## src/rtl/pbseq_pkg.sv

```systemverilog
/*
  Constants and carrier types for the push-button power sequencer.
  Assumes a 200 MHz clock; times are turned into cycle counts here.
*/
package pbseq_pkg;
  // ************************************************************
  // Timing
  // ************************************************************
  localparam int unsigned CLOCK_MHZ = 200;
  localparam int unsigned HOLD_MS = 20;
  localparam int unsigned WARN_MS = 1024;
  localparam int unsigned CYC_PER_MS = CLOCK_MHZ * 1000;
  localparam int unsigned HOLD_CYC = HOLD_MS * CYC_PER_MS;
  localparam int unsigned WARN_CYC = WARN_MS * CYC_PER_MS;
  localparam int unsigned CNT_W = 28;
  localparam int unsigned NCONV = 3;

  // ************************************************************
  // Types
  // ************************************************************
  typedef enum logic [2:0] {
    PBSEQ_WAIT_SUPPLY = 3'b000,
    PBSEQ_DETECT = 3'b001,
    PBSEQ_OFF = 3'b011,
    PBSEQ_ON = 3'b010,
    PBSEQ_WARN = 3'b110
  } pbseq_state_t;

  typedef struct packed {
    logic master_enable;
    logic warn_n;
  } pbseq_status_t;
endpackage

```

## src/rtl/pbseq_top.sv

```systemverilog
/*
  Push-button power sequencer: detects button use at supply-valid,
  qualifies 20 ms presses, drives master enable, warning and enables.
  Assumes rst marks input power recycling and supply_ok is a level
  from an analog comparator (asynchronous, synchronised here).
*/
// Contract
// - Sample the button only once the internal supply is valid, decide use.
// - Button tied low: power on after 20 ms of continuous low.
// - Button high at detection: stay off until first valid press.
// - When on, each converter follows its own enable, gated by master.
// - A 20 ms power-on press asserts master enable.
// - While on, a 20 ms press drives the warning output low.
// - Master enable drops 1024 ms after the warning goes low.
// - Master enable low forces every converter off.
// - After shutdown stay off until a new press or power recycle.
`timescale 1ns/1ps
module pbseq_top #(
  parameter int unsigned HOLD_CYCLES = pbseq_pkg::HOLD_CYC,
  parameter int unsigned WARN_CYCLES = pbseq_pkg::WARN_CYC,
  parameter int unsigned NUM_CONV = pbseq_pkg::NCONV
) (
  // Clock and reset
  input wire logic clock,
  input wire logic rst,
  // Analog and pin inputs
  input wire logic supply_ok,
  input wire logic button_input,
  input wire logic [NUM_CONV-1:0] converter_enable_inputs,
  // Outputs
  output logic [NUM_CONV-1:0] converter_enable_q,
  output logic master_enable_q,
  output logic int_n_q
);
  import pbseq_pkg::*;

  initial begin
    if (HOLD_CYCLES < 1 || WARN_CYCLES < 1 || HOLD_CYCLES >= (1 << CNT_W)
        || WARN_CYCLES >= (1 << CNT_W) || NUM_CONV < 1) begin
      $error("pbseq_top: unsupported parameter values");
    end
  end

  localparam logic [CNT_W-1:0] HOLD_LAST = CNT_W'(HOLD_CYCLES - 1);
  localparam logic [CNT_W-1:0] WARN_LAST = CNT_W'(WARN_CYCLES - 1);
  localparam logic [CNT_W-1:0] CNT_ZERO = '0;

  // ************************************************************
  // Input synchronisers
  // ************************************************************
  logic btn_lvl;
  logic btn_fall;
  logic sup_lvl;

  pbseq_sync u_btn (
    .clock(clock),
    .rst(rst),
    .async_in(button_input),
    .level_q(btn_lvl),
    .fall_q(btn_fall)
  );

  logic sup_meta_q;
  logic sup_meta_d;
  logic sup_q;
  logic sup_d;
  assign sup_lvl = sup_q;

  always_comb begin
    sup_meta_d = supply_ok;
    sup_d = sup_meta_q;
  end

  always_ff @(posedge clock) begin
    if (rst) begin
      sup_meta_q <= 1'b0;
      sup_q <= 1'b0;
    end else begin
      sup_meta_q <= sup_meta_d;
      sup_q <= sup_d;
    end
  end

  // ************************************************************
  // Sequencer
  // ************************************************************
  pbseq_state_t state_q;
  pbseq_state_t state_d;
  logic [CNT_W-1:0] cnt_q;
  logic [CNT_W-1:0] cnt_d;
  logic timing_q;
  logic timing_d;
  pbseq_status_t stat_q;
  pbseq_status_t stat_d;
  logic [NUM_CONV-1:0] conv_d;

  // Hold qualifier: counts while a press stays low, aborts on release.
  // A tied-low button has no falling edge, so DETECT starts timing itself.
  always_comb begin
    state_d = state_q;
    cnt_d = cnt_q;
    timing_d = timing_q;
    stat_d = stat_q;
    unique case (state_q)
      PBSEQ_WAIT_SUPPLY: begin
        if (sup_lvl) begin
          state_d = PBSEQ_DETECT;
        end
      end
      PBSEQ_DETECT: begin
        if (btn_lvl) begin
          state_d = PBSEQ_OFF;
          timing_d = 1'b0;
        end else begin
          state_d = PBSEQ_OFF;
          timing_d = 1'b1;
          cnt_d = CNT_ZERO;
        end
      end
      PBSEQ_OFF, PBSEQ_ON: begin
        if (timing_q) begin
          if (btn_lvl) begin
            timing_d = 1'b0;
          end else if (cnt_q == HOLD_LAST) begin
            timing_d = 1'b0;
            cnt_d = CNT_ZERO;
            if (state_q == PBSEQ_OFF) begin
              state_d = PBSEQ_ON;
              stat_d.master_enable = 1'b1;
              stat_d.warn_n = 1'b1;
            end else begin
              state_d = PBSEQ_WARN;
              stat_d.warn_n = 1'b0;
            end
          end else begin
            cnt_d = cnt_q + 1'b1;
          end
        end else if (btn_fall) begin
          timing_d = 1'b1;
          cnt_d = CNT_ZERO;
        end
      end
      PBSEQ_WARN: begin
        if (cnt_q == WARN_LAST) begin
          state_d = PBSEQ_OFF;
          stat_d.master_enable = 1'b0;
          cnt_d = CNT_ZERO;
        end else begin
          cnt_d = cnt_q + 1'b1;
        end
      end
      default: begin
        state_d = PBSEQ_WAIT_SUPPLY;
      end
    endcase
    // Enables gated by the master; host is trusted to finish in time
    conv_d = stat_d.master_enable ? converter_enable_inputs : '0;
  end

  always_ff @(posedge clock) begin
    if (rst) begin
      state_q <= PBSEQ_WAIT_SUPPLY;
      cnt_q <= CNT_ZERO;
      timing_q <= 1'b0;
      stat_q <= '{master_enable: 1'b0, warn_n: 1'b1};
      converter_enable_q <= '0;
    end else begin
      state_q <= state_d;
      cnt_q <= cnt_d;
      timing_q <= timing_d;
      stat_q <= stat_d;
      converter_enable_q <= conv_d;
    end
  end

  always_comb begin
    master_enable_q = stat_q.master_enable;
    int_n_q = stat_q.warn_n;
  end

  // ************************************************************
  // Checks
  // ************************************************************
  conv_gated_a: assert property (@(posedge clock) disable iff (rst)
    !master_enable_q |-> converter_enable_q == '0)
    else $error("converter enabled while master off");

  conv_follow_a: assert property (@(posedge clock) disable iff (rst)
    master_enable_q && $past(master_enable_q) |->
      converter_enable_q == $past(converter_enable_inputs))
    else $error("converter enable does not follow its input");

  no_early_on_a: assert property (@(posedge clock) disable iff (rst)
    state_q == PBSEQ_WAIT_SUPPLY || state_q == PBSEQ_DETECT |-> !master_enable_q)
    else $error("powered on before detection");

  on_after_hold_a: assert property (@(posedge clock) disable iff (rst)
    $rose(master_enable_q) |-> $past(timing_q) && $past(cnt_q) == HOLD_LAST)
    else $error("master enable without full hold");

  warn_after_hold_a: assert property (@(posedge clock) disable iff (rst)
    $fell(int_n_q) |-> $past(state_q) == PBSEQ_ON && $past(cnt_q) == HOLD_LAST)
    else $error("warning without full hold");

  off_after_warn_a: assert property (@(posedge clock) disable iff (rst)
    $fell(master_enable_q) |-> !int_n_q && $past(cnt_q) == WARN_LAST)
    else $error("master dropped at wrong time");

  release_abort_a: assert property (@(posedge clock) disable iff (rst)
    timing_q && btn_lvl |=> !timing_q && $stable(master_enable_q))
    else $error("released press not discarded");

  warn_release_a: assert property (@(posedge clock) disable iff (rst)
    $rose(int_n_q) |-> $rose(master_enable_q))
    else $error("warning released without power on");

  stay_off_a: assert property (@(posedge clock) disable iff (rst)
    state_q == PBSEQ_OFF && !timing_q && !btn_fall |=> !master_enable_q && !timing_q)
    else $error("left off state without new press");

  detect_sup_a: assert property (@(posedge clock) disable iff (rst)
    state_q == PBSEQ_DETECT |-> $past(sup_lvl))
    else $error("detection before supply valid");
endmodule

```

## src/rtl/pbseq_sync.sv

```systemverilog
/*
  Two-flop synchroniser with falling-edge detect on the settled copy.
  Assumes the input is asynchronous to clock.
*/
`timescale 1ns/1ps
module pbseq_sync (
  // Clock and reset
  input wire logic clock,
  input wire logic rst,
  // Pin side
  input wire logic async_in,
  // Synchronised side
  output logic level_q,
  output logic fall_q
);
  logic meta_q;
  logic meta_d;
  logic level_d;
  logic prev_q;
  logic prev_d;
  logic fall_d;

  always_comb begin
    meta_d = async_in;
    level_d = meta_q;
    prev_d = level_q;
    fall_d = prev_q & ~level_q;
  end

  // Reset high: an idle released button
  always_ff @(posedge clock) begin
    if (rst) begin
      meta_q <= 1'b1;
      level_q <= 1'b1;
      prev_q <= 1'b1;
      fall_q <= 1'b0;
    end else begin
      meta_q <= meta_d;
      level_q <= level_d;
      prev_q <= prev_d;
      fall_q <= fall_d;
    end
  end
endmodule

```

## config.mk

```make
export PLATFORM = sky130hd
export DESIGN_NAME = pbseq_top
export DESIGN_NICKNAME = d
export VERILOG_FILES = /design/src/rtl/pbseq_pkg.sv /design/src/rtl/pbseq_top.sv /design/src/rtl/pbseq_sync.sv
export SDC_FILE = /design/constraint.sdc
export NUM_CORES = 1
export LEC_CHECK = 0
export BUFFER_PORTS_ARGS = -buffer_cell sky130_fd_sc_hd__buf_4
export CAP_MARGIN = 15
export CORE_ASPECT_RATIO = 2
export CORE_MARGIN = 5
export CORE_UTILIZATION = 45
export CTS_CLUSTER_DIAMETER = 50
export CTS_CLUSTER_SIZE = 30
export DETAILED_ROUTE_END_ITERATION = 16
export PLACE_DENSITY_LB_ADDON = 0.3
export SYNTH_ARGS = -nofsm -noshare
export SYNTH_HDL_FRONTEND = slang
export SYNTH_SLANG_ARGS = --single-unit
```

## constraint.sdc

```tcl
create_clock -name clock -period 5.5 [get_ports clock]
set_input_delay 1.1 -clock clock [delete_from_list [all_inputs] [get_ports clock]]
set_output_delay 1.1 -clock clock [all_outputs]
set_load 0.05 [all_outputs]
```

==> reports/qor.csv, run 1 <==
stage;metric;value;unit
sta;period_needed;2.520;ns
cts;ctsLongestPathBuffers;2;
critical_path;r2r_cells;6;
placed_design;gp_congestion;0.8589;
route;top_layer;met4;
pwr;peakVddDrop;0.1347;mV
die;die_h;108.0;µm
final_layout;multiInputGateArea;1219;µm²
logic_synthesis;synth_top_flop_cell;dfxtp_1;
critical_path;crit_path_start_kind;input port;
sta;fin_tns_setup;0;ns
critical_path;r2r_slack;3.00;ns
route;wl_met3;119;µm
global_routing;first_global_vias;1949;
die;die_area;6369;µm²
global_routing;grt_pass1_wl;9101;µm
cts;clock-sinks;43;
sta;finalMaxSlewViolations;0;
route;drtIter0Drc;68;
placed_design;port_buffers;11;
critical_path;cp_max_fo;16;
sta;relSlewSlack;43.44;%
global_routing;grt_antenna_before_repair;0;
route;dr_wl_met2;3039;µm
sta;rsz0062_at_grt;false;
logic_synthesis;synth-compound-area-share;23.17;%
sta;setup_viol;0;
worst_hold_path;holdPathStages;2;
cts;path_clk_slew;0.09;ns
route;vias_per_cell;6.043;
logic_synthesis;synth-xor-area-share;0;%
pwr;leakage;0.0008102;µW
critical_path;worstReg2RegEnd;cnt_q[12]$_SDFFE_PP0P_;
logic_synthesis;async_flop_share;0;%
route;antenna_left;0;
sta;tightestPinTransition;0.8420;ns
final_layout;utilization;50.62;%
die;core;4642;µm²
cts;postCtsHoldBufs;0;
critical_path;timing.rr.start;cnt_q[18]$_SDFFE_PP0P_;
critical_path;critPathArrivalTime;2.72;ns
logic_synthesis;synth_edf_count;0;
placed_design;place_hpwl;3884;µm
worst_hold_path;hold_path_startpoint;u_btn.prev_q$_SDFF_PP1_;
die;rows;35;
final_layout;drive_gt1_share;12.73;%
route;first_pass_iters;4;
critical_path;end_kind;register;
pwr;power_density;231.1;nW/µm²
route;wire_per_inst;16.41;µm
route;met1_length;1989;µm
logic_synthesis;syn_area;2160;µm²
route;via_count;1946;
critical_path;crit_required;5.70;ns
logic_synthesis;syn_inst;257;
worst_hold_path;hold_class;reg -> reg;
cts;cts_resized;0;
outcome;outcome;completed;
sta;fmax;396.8;MHz
cts;clock_latency;0.30;ns
route;drc;0;
die;initial_utilization;46.52;%
sta;finalCritPeriodShare;45.82;%
global_routing;grt_util_all_layers;18.33;%
sta;hold_violations;0;
logic_synthesis;yosysWarnings;0;
cts;cts_setup_buffers;0;
final_layout;area_delta_synth_final;8.806;%
die;io_pins;12;
logic_synthesis;yosys.area_share.simple;31.29;%
job;drv_cap;0;
logic_synthesis;synth.avg_cell_area;8.403;µm²
final_layout;seq_area;860.8;µm²
final_layout;antenna_cells;0;
final_layout;final_cell_mix;dfxtp_1, nand2_1, a21oi_1;
cts;htreeDepth;2;
critical_path;crit_type;in -> reg;
cts;cts_made_buffers;5;
sta;skew;0.009563;ns
cts;cts_tree;built;
sta;setup_ws;2.980;ns
logic_synthesis;ys_ff_latch;43;
route;drt_wl_total;5285;µm
die;die_w;58.99;µm
logic_synthesis;muxShareOfSynthArea;1.390;%
logic_synthesis;ys_types;52;
logic_synthesis;synth_top_family_by_area;simple AND/OR/NAND/NOR gates;
final_layout;nNetsFinal;274;
global_routing;grt.overflow.total;0;
final_layout;final_common_cell;dfxtp_1;
global_routing;grt_max_degree;20;
placed_design;dp_slack;2.685;ns
final_layout;nFillCells;485;
logic_synthesis;ys_seq_area_share;39.86;%
logic_synthesis;yosys.area_share.adder;0.5794;%
cts;cts_root_buf;clkbuf_8;
worst_hold_path;min_to;u_btn.fall_q$_SDFF_PP0_;
pwr;total_power;543.1;µW
logic_synthesis;synth_nets;265;
-- power breakdown --
part	switching (µW)	internal (µW)
registers	3.81	314
clock network	114	89.0
logic	12.1	10.1
-- Yosys cell counts, drive strengths merged, types with 2 or more instances --
master	instances	area, µm²
inv	5	18.77
nand3b	3	35.03
buf	8	50.05
nor2	14	55.06
o311ai	2	17.52
o41ai	2	17.52
nor4	3	33.78
or4b	2	27.53
o31ai	2	15.01
a22o	6	52.55
dfxtp	43	860.8
nor2b	7	43.79
a21o	3	22.52
nor3	11	60.06
clkbuf	3	11.26
o21ai	26	130.1
or3	5	31.28
o21a	2	15.01
and2	7	43.79
nor4bb	2	20.02
nand3	12	65.06
and3	5	31.28
a21oi	20	103.9
nand2	27	101.4
a221o	2	20.02
or2	6	37.53
mux2i	3	30.03
nand4	8	50.05
a2bb2oi	4	35.03
-- per-stage QoR --
step,instance area (µm²),std cells,hold slack (ns)
floorplan,2160,257,0.3895
global placement,2265,314,0.3988
detailed placement,2265,314,0.4046
CTS,2350,322,0.4255
global route,2350,322,0.4418
finish,2350,322,0.4210
-- sequential cells by signal (all words and copies together) (netlist names) --
signal,cells
sup_lvl,1
timing_q,1
u_btn.fall_q,1
cnt_q,28
converter_enable_q,3
u_btn.level_d,1
sup_d,1
int_n_q,1
state_q,3
u_btn.level_q,1
u_btn.prev_q,1
master_enable_q,1
-- worst max-delay path, stage by stage --
cell and delay [ns]:
buf_4 0.17, nor2_1 0.06, a21oi_1 0.48, and2_1 0.49
o21ai_0 0.16, a22o_1 0.24
-- how the worst max path moves through the flow --
| stage | endpoint | from |
|---|---|---|
| after CTS | cnt_q[12]$_SDFFE_PP0P_ | rst |
| after global placement | cnt_q[12]$_SDFFE_PP0P_ | rst |
| after global routing | cnt_q[8]$_SDFFE_PP0P_ | cnt_q[26]$_SDFFE_PP0P_ |
| after detailed placement | cnt_q[12]$_SDFFE_PP0P_ | rst |
| final | cnt_q[12]$_SDFFE_PP0P_ | rst |
| after floorplan | cnt_q[27]$_SDFFE_PP0P_ | rst |
-- layout make-up --
type	instances	share of cell area [%]
inverter	5	0.7987
clock inverter	2	0.5325
timing repair buffer	13	4.153
clock buffer	6	3.088
multi-input combinational	198	51.86
sequential	43	36.63
tap	55	2.929
-- routing by layer --
| metal | vias to the layer above | track usage (%) |
|---|---|---|
| met5 | - | 0 |
| met4 | 0 | 8.914 |
| met3 | 11 | 2.270 |
| met2 | 25 | 34.97 |
| met1 | 936 | 18.54 |
| li1 | 974 | - |
-- logic make-up (layout without fill, tap and decap cells) --
family / after synthesis / in the layout
adder cells (fa/ha/maj): 1 / 1
AO/OA/AOI/OAI: 77 / 77
buffers and inverters: 16 / 26
AND/OR/NAND/NOR: 117 / 117
multiplexers: 3 / 3
flip-flops: 43 / 43
Power figures use the tool's default switching activity.
==> run 2, diff against run 1 <==
clock period = 2.1 ns   (was 5.5 ns; I/O delays follow)
==> run 2 against run 1 <==
- global-route usage up 2.6 points
- register-to-register slack got worse by 3.0 ns
- clock skew decreased by 0.00076 ns
- via count increased by 15%
- setup slack worse by 3.0 ns
- die area unchanged
- combinational power rose to 3.5 times the previous value
- hold slack worse by 0.11 ns
- sequential cell count is the same
- non-clock buffer count rose by 55
- core utilization is 12 points higher
==> reports/qor.csv, run 2 (synthesis gave the netlist of run 1 again) <==
stage;metric;value;unit
placed_design;gp_congestion;0.9364;
final_layout;final_common_cell;buf_4;
cts;cts_root_buf;clkbuf_8;
critical_path;r2r_cells;6;
worst_hold_path;hold_class;in -> reg;
cts;path_clk_slew;0.08;ns
critical_path;worstReg2RegEnd;converter_enable_q[0]$_SDFF_PP0_;
pwr;leakage;0.001119;µW
sta;skew;0.008807;ns
cts;cts_made_buffers;5;
pwr;power_density;494.4;nW/µm²
sta;period_needed;2.094;ns
pwr;peakVddDrop;0.4259;mV
final_layout;drive_gt1_share;33.44;%
global_routing;grt_util_all_layers;20.90;%
cts;clock-sinks;43;
final_layout;utilization;62.59;%
sta;hold_violations;0;
final_layout;largest_reg_flops;28;
cts;ctsLongestPathBuffers;2;
route;drc;0;
global_routing;grt_util_met2;40.82;%
worst_hold_path;min_to;u_btn.level_d$_SDFF_PP1_;
critical_path;r2r_slack;0.006;ns
placed_design;port_buffers;11;
final_layout;postLayoutCellArea;2905;µm²
critical_path;crit_path_frequent_cell;or4b_4;
cts;clock_latency;0.29;ns
sta;finalCritPeriodShare;99.74;%
route;drtIter0Drc;128;
global_routing;grt_max_degree;13;
final_layout;fin_cells;378;
global_routing;grt.overflow.total;0;
route;drt_wl_total;6314;µm
final_layout;final_cell_mix;buf_4, dfxtp_1, nand2_1;
sta;tightestPinTransition;0.8380;ns
cts;postCtsHoldBufs;0;
global_routing;grtUsageMet3;2.867;%
die;die_h;108.0;µm
worst_hold_path;holdPathStages;2;
critical_path;max_stage_delay;0.54;ns
critical_path;crit_path_start_kind;register;
die;initial_utilization;46.52;%
sta;finalMaxSlewViolations;0;
critical_path;cp_max_fo;4;
placed_design;dpl_cell_area;2685;µm²
global_routing;busiest_layer;met2;
worst_hold_path;hold_path_startpoint;button_input;
critical_path;crit_required;2.34;ns
placed_design;place_hpwl;4691;µm
pwr;total_power;1436;µW
sta;fmax;477.4;MHz
global_routing;grt_pass1_wl;10230;µm
critical_path;timing.rr.start;cnt_q[17]$_SDFFE_PP0P_;
global_routing;grt_antenna_before_repair;0;
die;die_w;58.99;µm
sta;rsz0062_at_grt;true;
route;wire_per_inst;16.70;µm
critical_path;critPathArrivalTime;2.34;ns
die;rows;35;
outcome;outcome;completed;
final_layout;area_delta_synth_final;34.53;%
cts;htreeDepth;2;
final_layout;antenna_cells;0;
cts;cts_tree;built;
die;die_area;6369;µm²
final_layout;top_regs;cnt_q: 28 flops, converter_enable_q: 3 flops, state_q: 3 flops;
critical_path;cp_slowest_cell;or4b_4;
sta;setup_viol;0;
critical_path;crit_type;reg -> reg;
final_layout;top_register;cnt_q;
global_routing;met1_usage;19.82;%
route;antenna_left;0;
placed_design;placed_cells;366;
global_routing;first_global_vias;2199;
route;vias_per_cell;5.934;
final_layout;nNetsFinal;331;
route;first_pass_iters;4;
sta;relSlewSlack;43.70;%
critical_path;crit_chain;or4b_4 -> nor4_4 -> nand3_2 -> or4b_4 -> a21oi_4 -> and2_1;
die;io_pins;12;
critical_path;end_kind;register;
die;core;4642;µm²
route;via_count;2243;
sta;fin_hold_ws;0.3140;ns
job;drv_cap;0;
[run 2: cell types whose count changed in the layout (fill, tap and decap cells not counted), moves of 4 or more]
cell and change:
buf_4 +53, dfxtp_1 -5, dfxtp_2 +5, o21ai_1 +4
o21ai_0 -4
[run 2: through the flow]
| step | setup slack (ns) | TNS [ns] |
|---|---|---|
| floorplan | 0.01741 | 0 |
| global placement | -0.04538 | -0.1935 |
| detailed placement | -0.09183 | -0.5403 |
| CTS | 0.0005504 | 0 |
| global route | -0.06692 | -0.3818 |
| finish | 0.005506 | 0 |
[run 2: metal layers]
metal  part of all wire [%]  vias up
met1                     35     1074
met4                    3.7        0
li1                       -     1087
met3                    3.0       19
met2                     58       63
met5                      0        -
[run 2: what timing repair did]
| item | CTS | global route |
|---|---|---|
| cloned | 1 | 1 |
| endpoints found under the setup margin | 17 | 32 |
| pin swaps | 2 | 4 |
| resized for setup | 7 | 21 |
| setup buffers | 1 | 3 |
[run 2: final cells by class]
class	instances	area, µm²
Clock buffer	6	82.58
Clock inverter	1	5.005
Fill cell	425	1737
Inverter	5	18.77
Multi-Input combinational cell	200	1336
Sequential cell	43	867.1
Tap cell	55	68.82
Timing Repair Buffer	68	526.8
[run 2: power by group]
group,internal (µW),switching [µW]
Sequential,823,6.57
Combinational,35.8,41.6
Clock,258,271
Total,1120,319
[run 2: critical path: cells and delay by family, from the launching register on]
family	cells	cell delay, ns
and+or+nand+nor	5	1.55
AOI/OAI and AO/OA	1	0.18
DFF	1	0.31
[run 2: worst max path at each step]
stage | startpoint | to
floorplan | cnt_q[0]$_SDFFE_PP0P_ | cnt_q[27]$_SDFFE_PP0P_
global placement | cnt_q[11]$_SDFFE_PP0P_ | cnt_q[25]$_SDFFE_PP0P_
detailed placement | cnt_q[11]$_SDFFE_PP0P_ | cnt_q[25]$_SDFFE_PP0P_
CTS | cnt_q[17]$_SDFFE_PP0P_ | cnt_q[12]$_SDFFE_PP0P_
global route | cnt_q[17]$_SDFFE_PP0P_ | converter_enable_q[0]$_SDFF_PP0_
finish | cnt_q[17]$_SDFFE_PP0P_ | converter_enable_q[0]$_SDFF_PP0_
==> run 3, diff against run 2 <==
ABC_AREA = 1   (was default)
==> run 3 against run 2 <==
- clock power increased by 69%
- area after synthesis grew 22%
- final cell count grew 33%
- via count grew 18%
- sequential share of layout area down 0.29 points
- fmax is 17% higher
- largest cell class unchanged
- largest power group is now the clock network
==> reports/qor.csv, run 3 <==
stage;metric;value;unit
outcome;outcome;completed;
pwr;combinationalPowerShare;23.1;%
final_layout;multiInputGateArea;1430;µm²
logic_synthesis;yosys-top-cells-area;dfxtp_1, nand2_1, inv_1, nor2_1, nand3_1;
logic_synthesis;yosys-top-cells-count;nand2_1, inv_1, nor2_1;
route;drtIter0Drc;78;
cts;htreeDepth;2;
route;via_count;2647;
critical_path;r2r_cells;10;
placed_design;port_buffers;11;
route;wire_per_inst;14.11;µm
global_routing;grt_antenna_before_repair;0;
route;vias_per_cell;5.252;
sta;setup_viol;0;
sta;fin_hold_ws;0.3113;ns
logic_synthesis;ys_ff_latch;43;
cts;cts_tree;built;
sta;period_needed;1.789;ns
placed_design;gp_congestion;0.9143;
logic_synthesis;yosys.area.top_type_share;32.79;%
sta;rsz0062_at_grt;false;
logic_synthesis;synth.avg_cell_area;6.119;µm²
global_routing;grt.overflow.total;0;
logic_synthesis;synth_nets;437;
route;first_pass_iters;4;
critical_path;timing.rr.start;cnt_q[1]$_SDFFE_PP0P_;
pwr;clkPwrFrac;38.9;%
final_layout;utilization;51.02;%
final_layout;final_cell_mix;nand2_1, nor2_1, inv_1;
critical_path;crit_type;reg -> reg;
sta;skew;0.004990;ns
logic_synthesis;yosysWarnings;0;
critical_path;crit_start;cnt_q[1]$_SDFFE_PP0P_;
worst_hold_path;hold_path_startpoint;button_input;
final_layout;nFillCells;575;
critical_path;crit_end;cnt_q[16]$_SDFFE_PP0P_;
pwr;leakage;0.001291;µW
final_layout;largest_reg_flops;28;
pwr;power_density;790.8;nW/µm²
critical_path;critPathArrivalTime;1.97;ns
cts;cts_setup_buffers;0;
cts;cts_root_buf;clkbuf_16;
cts;clock_latency;0.29;ns
logic_synthesis;ys_types;30;
die;initial_utilization;45.98;%
final_layout;antenna_cells;0;
placed_design;placed_cells;496;
die;io_pins;12;
sta;hold_violations;0;
critical_path;crit_required;2.28;ns
die;die_w;64.01;µm
critical_path;crit_path_start_kind;register;
route;drc;0;
sta;fmax;558.8;MHz
die;core;5709;µm²
job;drv_cap;0;
final_layout;fin_cells;504;
critical_path;cp_slowest_cell;dfxtp_1;
critical_path;worstReg2RegEnd;cnt_q[16]$_SDFFE_PP0P_;
pwr;power_switching_share;33.04;%
logic_synthesis;async_flop_share;0;%
global_routing;first_global_vias;2601;
global_routing;grt_pass1_wl;12020;µm
pwr;power.switching;761.0;µW
critical_path;cp_max_fo;12;
worst_hold_path;hold_class;in -> reg;
critical_path;max_stage_delay;0.35;ns
critical_path;r2r_slack;0.31;ns
logic_synthesis;synth_edf_count;0;
sta;fin_tns_setup;0;ns
sta;finalCritPeriodShare;85.21;%
cts;postCtsHoldBufs;0;
global_routing;grt_max_degree;21;
final_layout;top_register;cnt_q;
pwr;internal-power;1543;µW
final_layout;final_common_cell;nand2_1;
final_layout;area_delta_synth_final;10.96;%
logic_synthesis;syn_area;2625;µm²
final_layout;seq_area;860.8;µm²
final_layout;drive_gt1_share;13.32;%
cts;path_clk_slew;0.06;ns
pwr;peakVddDrop;0.8884;mV
final_layout;nNetsFinal;450;
logic_synthesis;synth_top_flop_cell;dfxtp_1;
die;rows;39;
pwr;seq_power_share;38.1;%
logic_synthesis;yosysMostFrequentCell;nand2_1;
logic_synthesis;syn_inst;429;
cts;cts_made_buffers;5;
cts;ctsLongestPathBuffers;2;
cts;clock-sinks;43;
pwr;total_power;2304;µW
cts;cts_resized;0;
final_layout;top_regs;cnt_q: 28 flops, converter_enable_q: 3 flops, state_q: 3 flops;
global_routing;grt_util_all_layers;20.23;%
die;die_h;118.0;µm
critical_path;end_kind;register;
critical_path;crit_chain;ha_1 -> nand2_1 -> nor2_2 -> nand2_2 -> nor2_1 -> nand2_1 -> nand2_2 -> nand3_4 -> inv_4 -> nor3_2;
placed_design;place_hpwl;5541;µm
die;die_area;7553;µm²
sta;relSlewSlack;61.25;%
sta;tightestPinTransition;0.5807;ns
route;antenna_left;0;
route;drt_wl_total;7110;µm
logic_synthesis;yosys.area.top_type;dfxtp_1;
sta;finalMaxSlewViolations;0;
logic_synthesis;ys_seq_area_share;32.79;%
==> run 3: worst max-delay path, delay by kind of cell, from the launching register on <==
family / cells / cell delay [ns]
fa+ha+maj: 1 / 0.17
buf+inv: 1 / 0.23
flops: 1 / 0.35
simple gates: 8 / 0.93
==> run 3: worst min-delay path by stage <==
| stage | endpoint | cells past startpoint | slack, ns |
|---|---|---|---|
| final | u_btn.level_d$_SDFF_PP1_ | 2 | 0.31 |
| after global routing | u_btn.level_d$_SDFF_PP1_ | 2 | 0.32 |
| after CTS | u_btn.level_d$_SDFF_PP1_ | 2 | 0.31 |
| after detailed placement | sup_lvl$_SDFF_PP0_ | 2 | 0.40 |
| after global placement | sup_lvl$_SDFF_PP0_ | 2 | 0.39 |
| after floorplan | sup_lvl$_SDFF_PP0_ | 2 | 0.39 |
==> run 3: through the flow <==
step                      worst slack, ns  cell area, µm²
after floorplan                    0.5366            2625
after global placement             0.2930            2744
after detailed placement           0.3205            2744
after CTS                          0.3044            2913
after global routing              0.07391            2913
final                              0.3106            2913
==> run 3: layer usage <==
metal	share of wire, %	GRT usage, %	up-vias
li1	-	-	1353
met1	36	19.53	1205
met2	54	36.02	56
met3	3.0	3.438	33
met4	7.0	15.60	0
met5	0	0	-
==> run 3: final cells by class <==
| type | instances | share of cell area [%] |
|---|---|---|
| clock inverters | 3 | 1.503 |
| multi-input cells | 307 | 49.10 |
| well taps | 61 | 2.620 |
| clock buffers | 5 | 4.296 |
| inverters | 71 | 9.321 |
| flip-flops and latches | 43 | 29.55 |
| repair buffers | 14 | 3.608 |
==> run 3: cells by family after synthesis <==
family / after synthesis / synth area share [%]
AO/OA/AOI/OAI: 35 / 6.959
adder cells (fa/ha/maj): 1 / 0.4766
buffers and inverters: 79 / 12.73
flip-flops: 43 / 32.79
AND/OR/NAND/NOR: 271 / 47.05
==> run 3: power groups by stage <==
| stage | logic [µW] | registers, µW | clock network (µW) |
|---|---|---|---|
| CTS | 527 | 876 | 906 |
| global route | 578 | 883 | 943 |
| global placement | 517 | 894 | 0 |
| finish | 531 | 877 | 895 |
| detailed placement | 525 | 895 | 0 |
| floorplan | 469 | 888 | 0 |
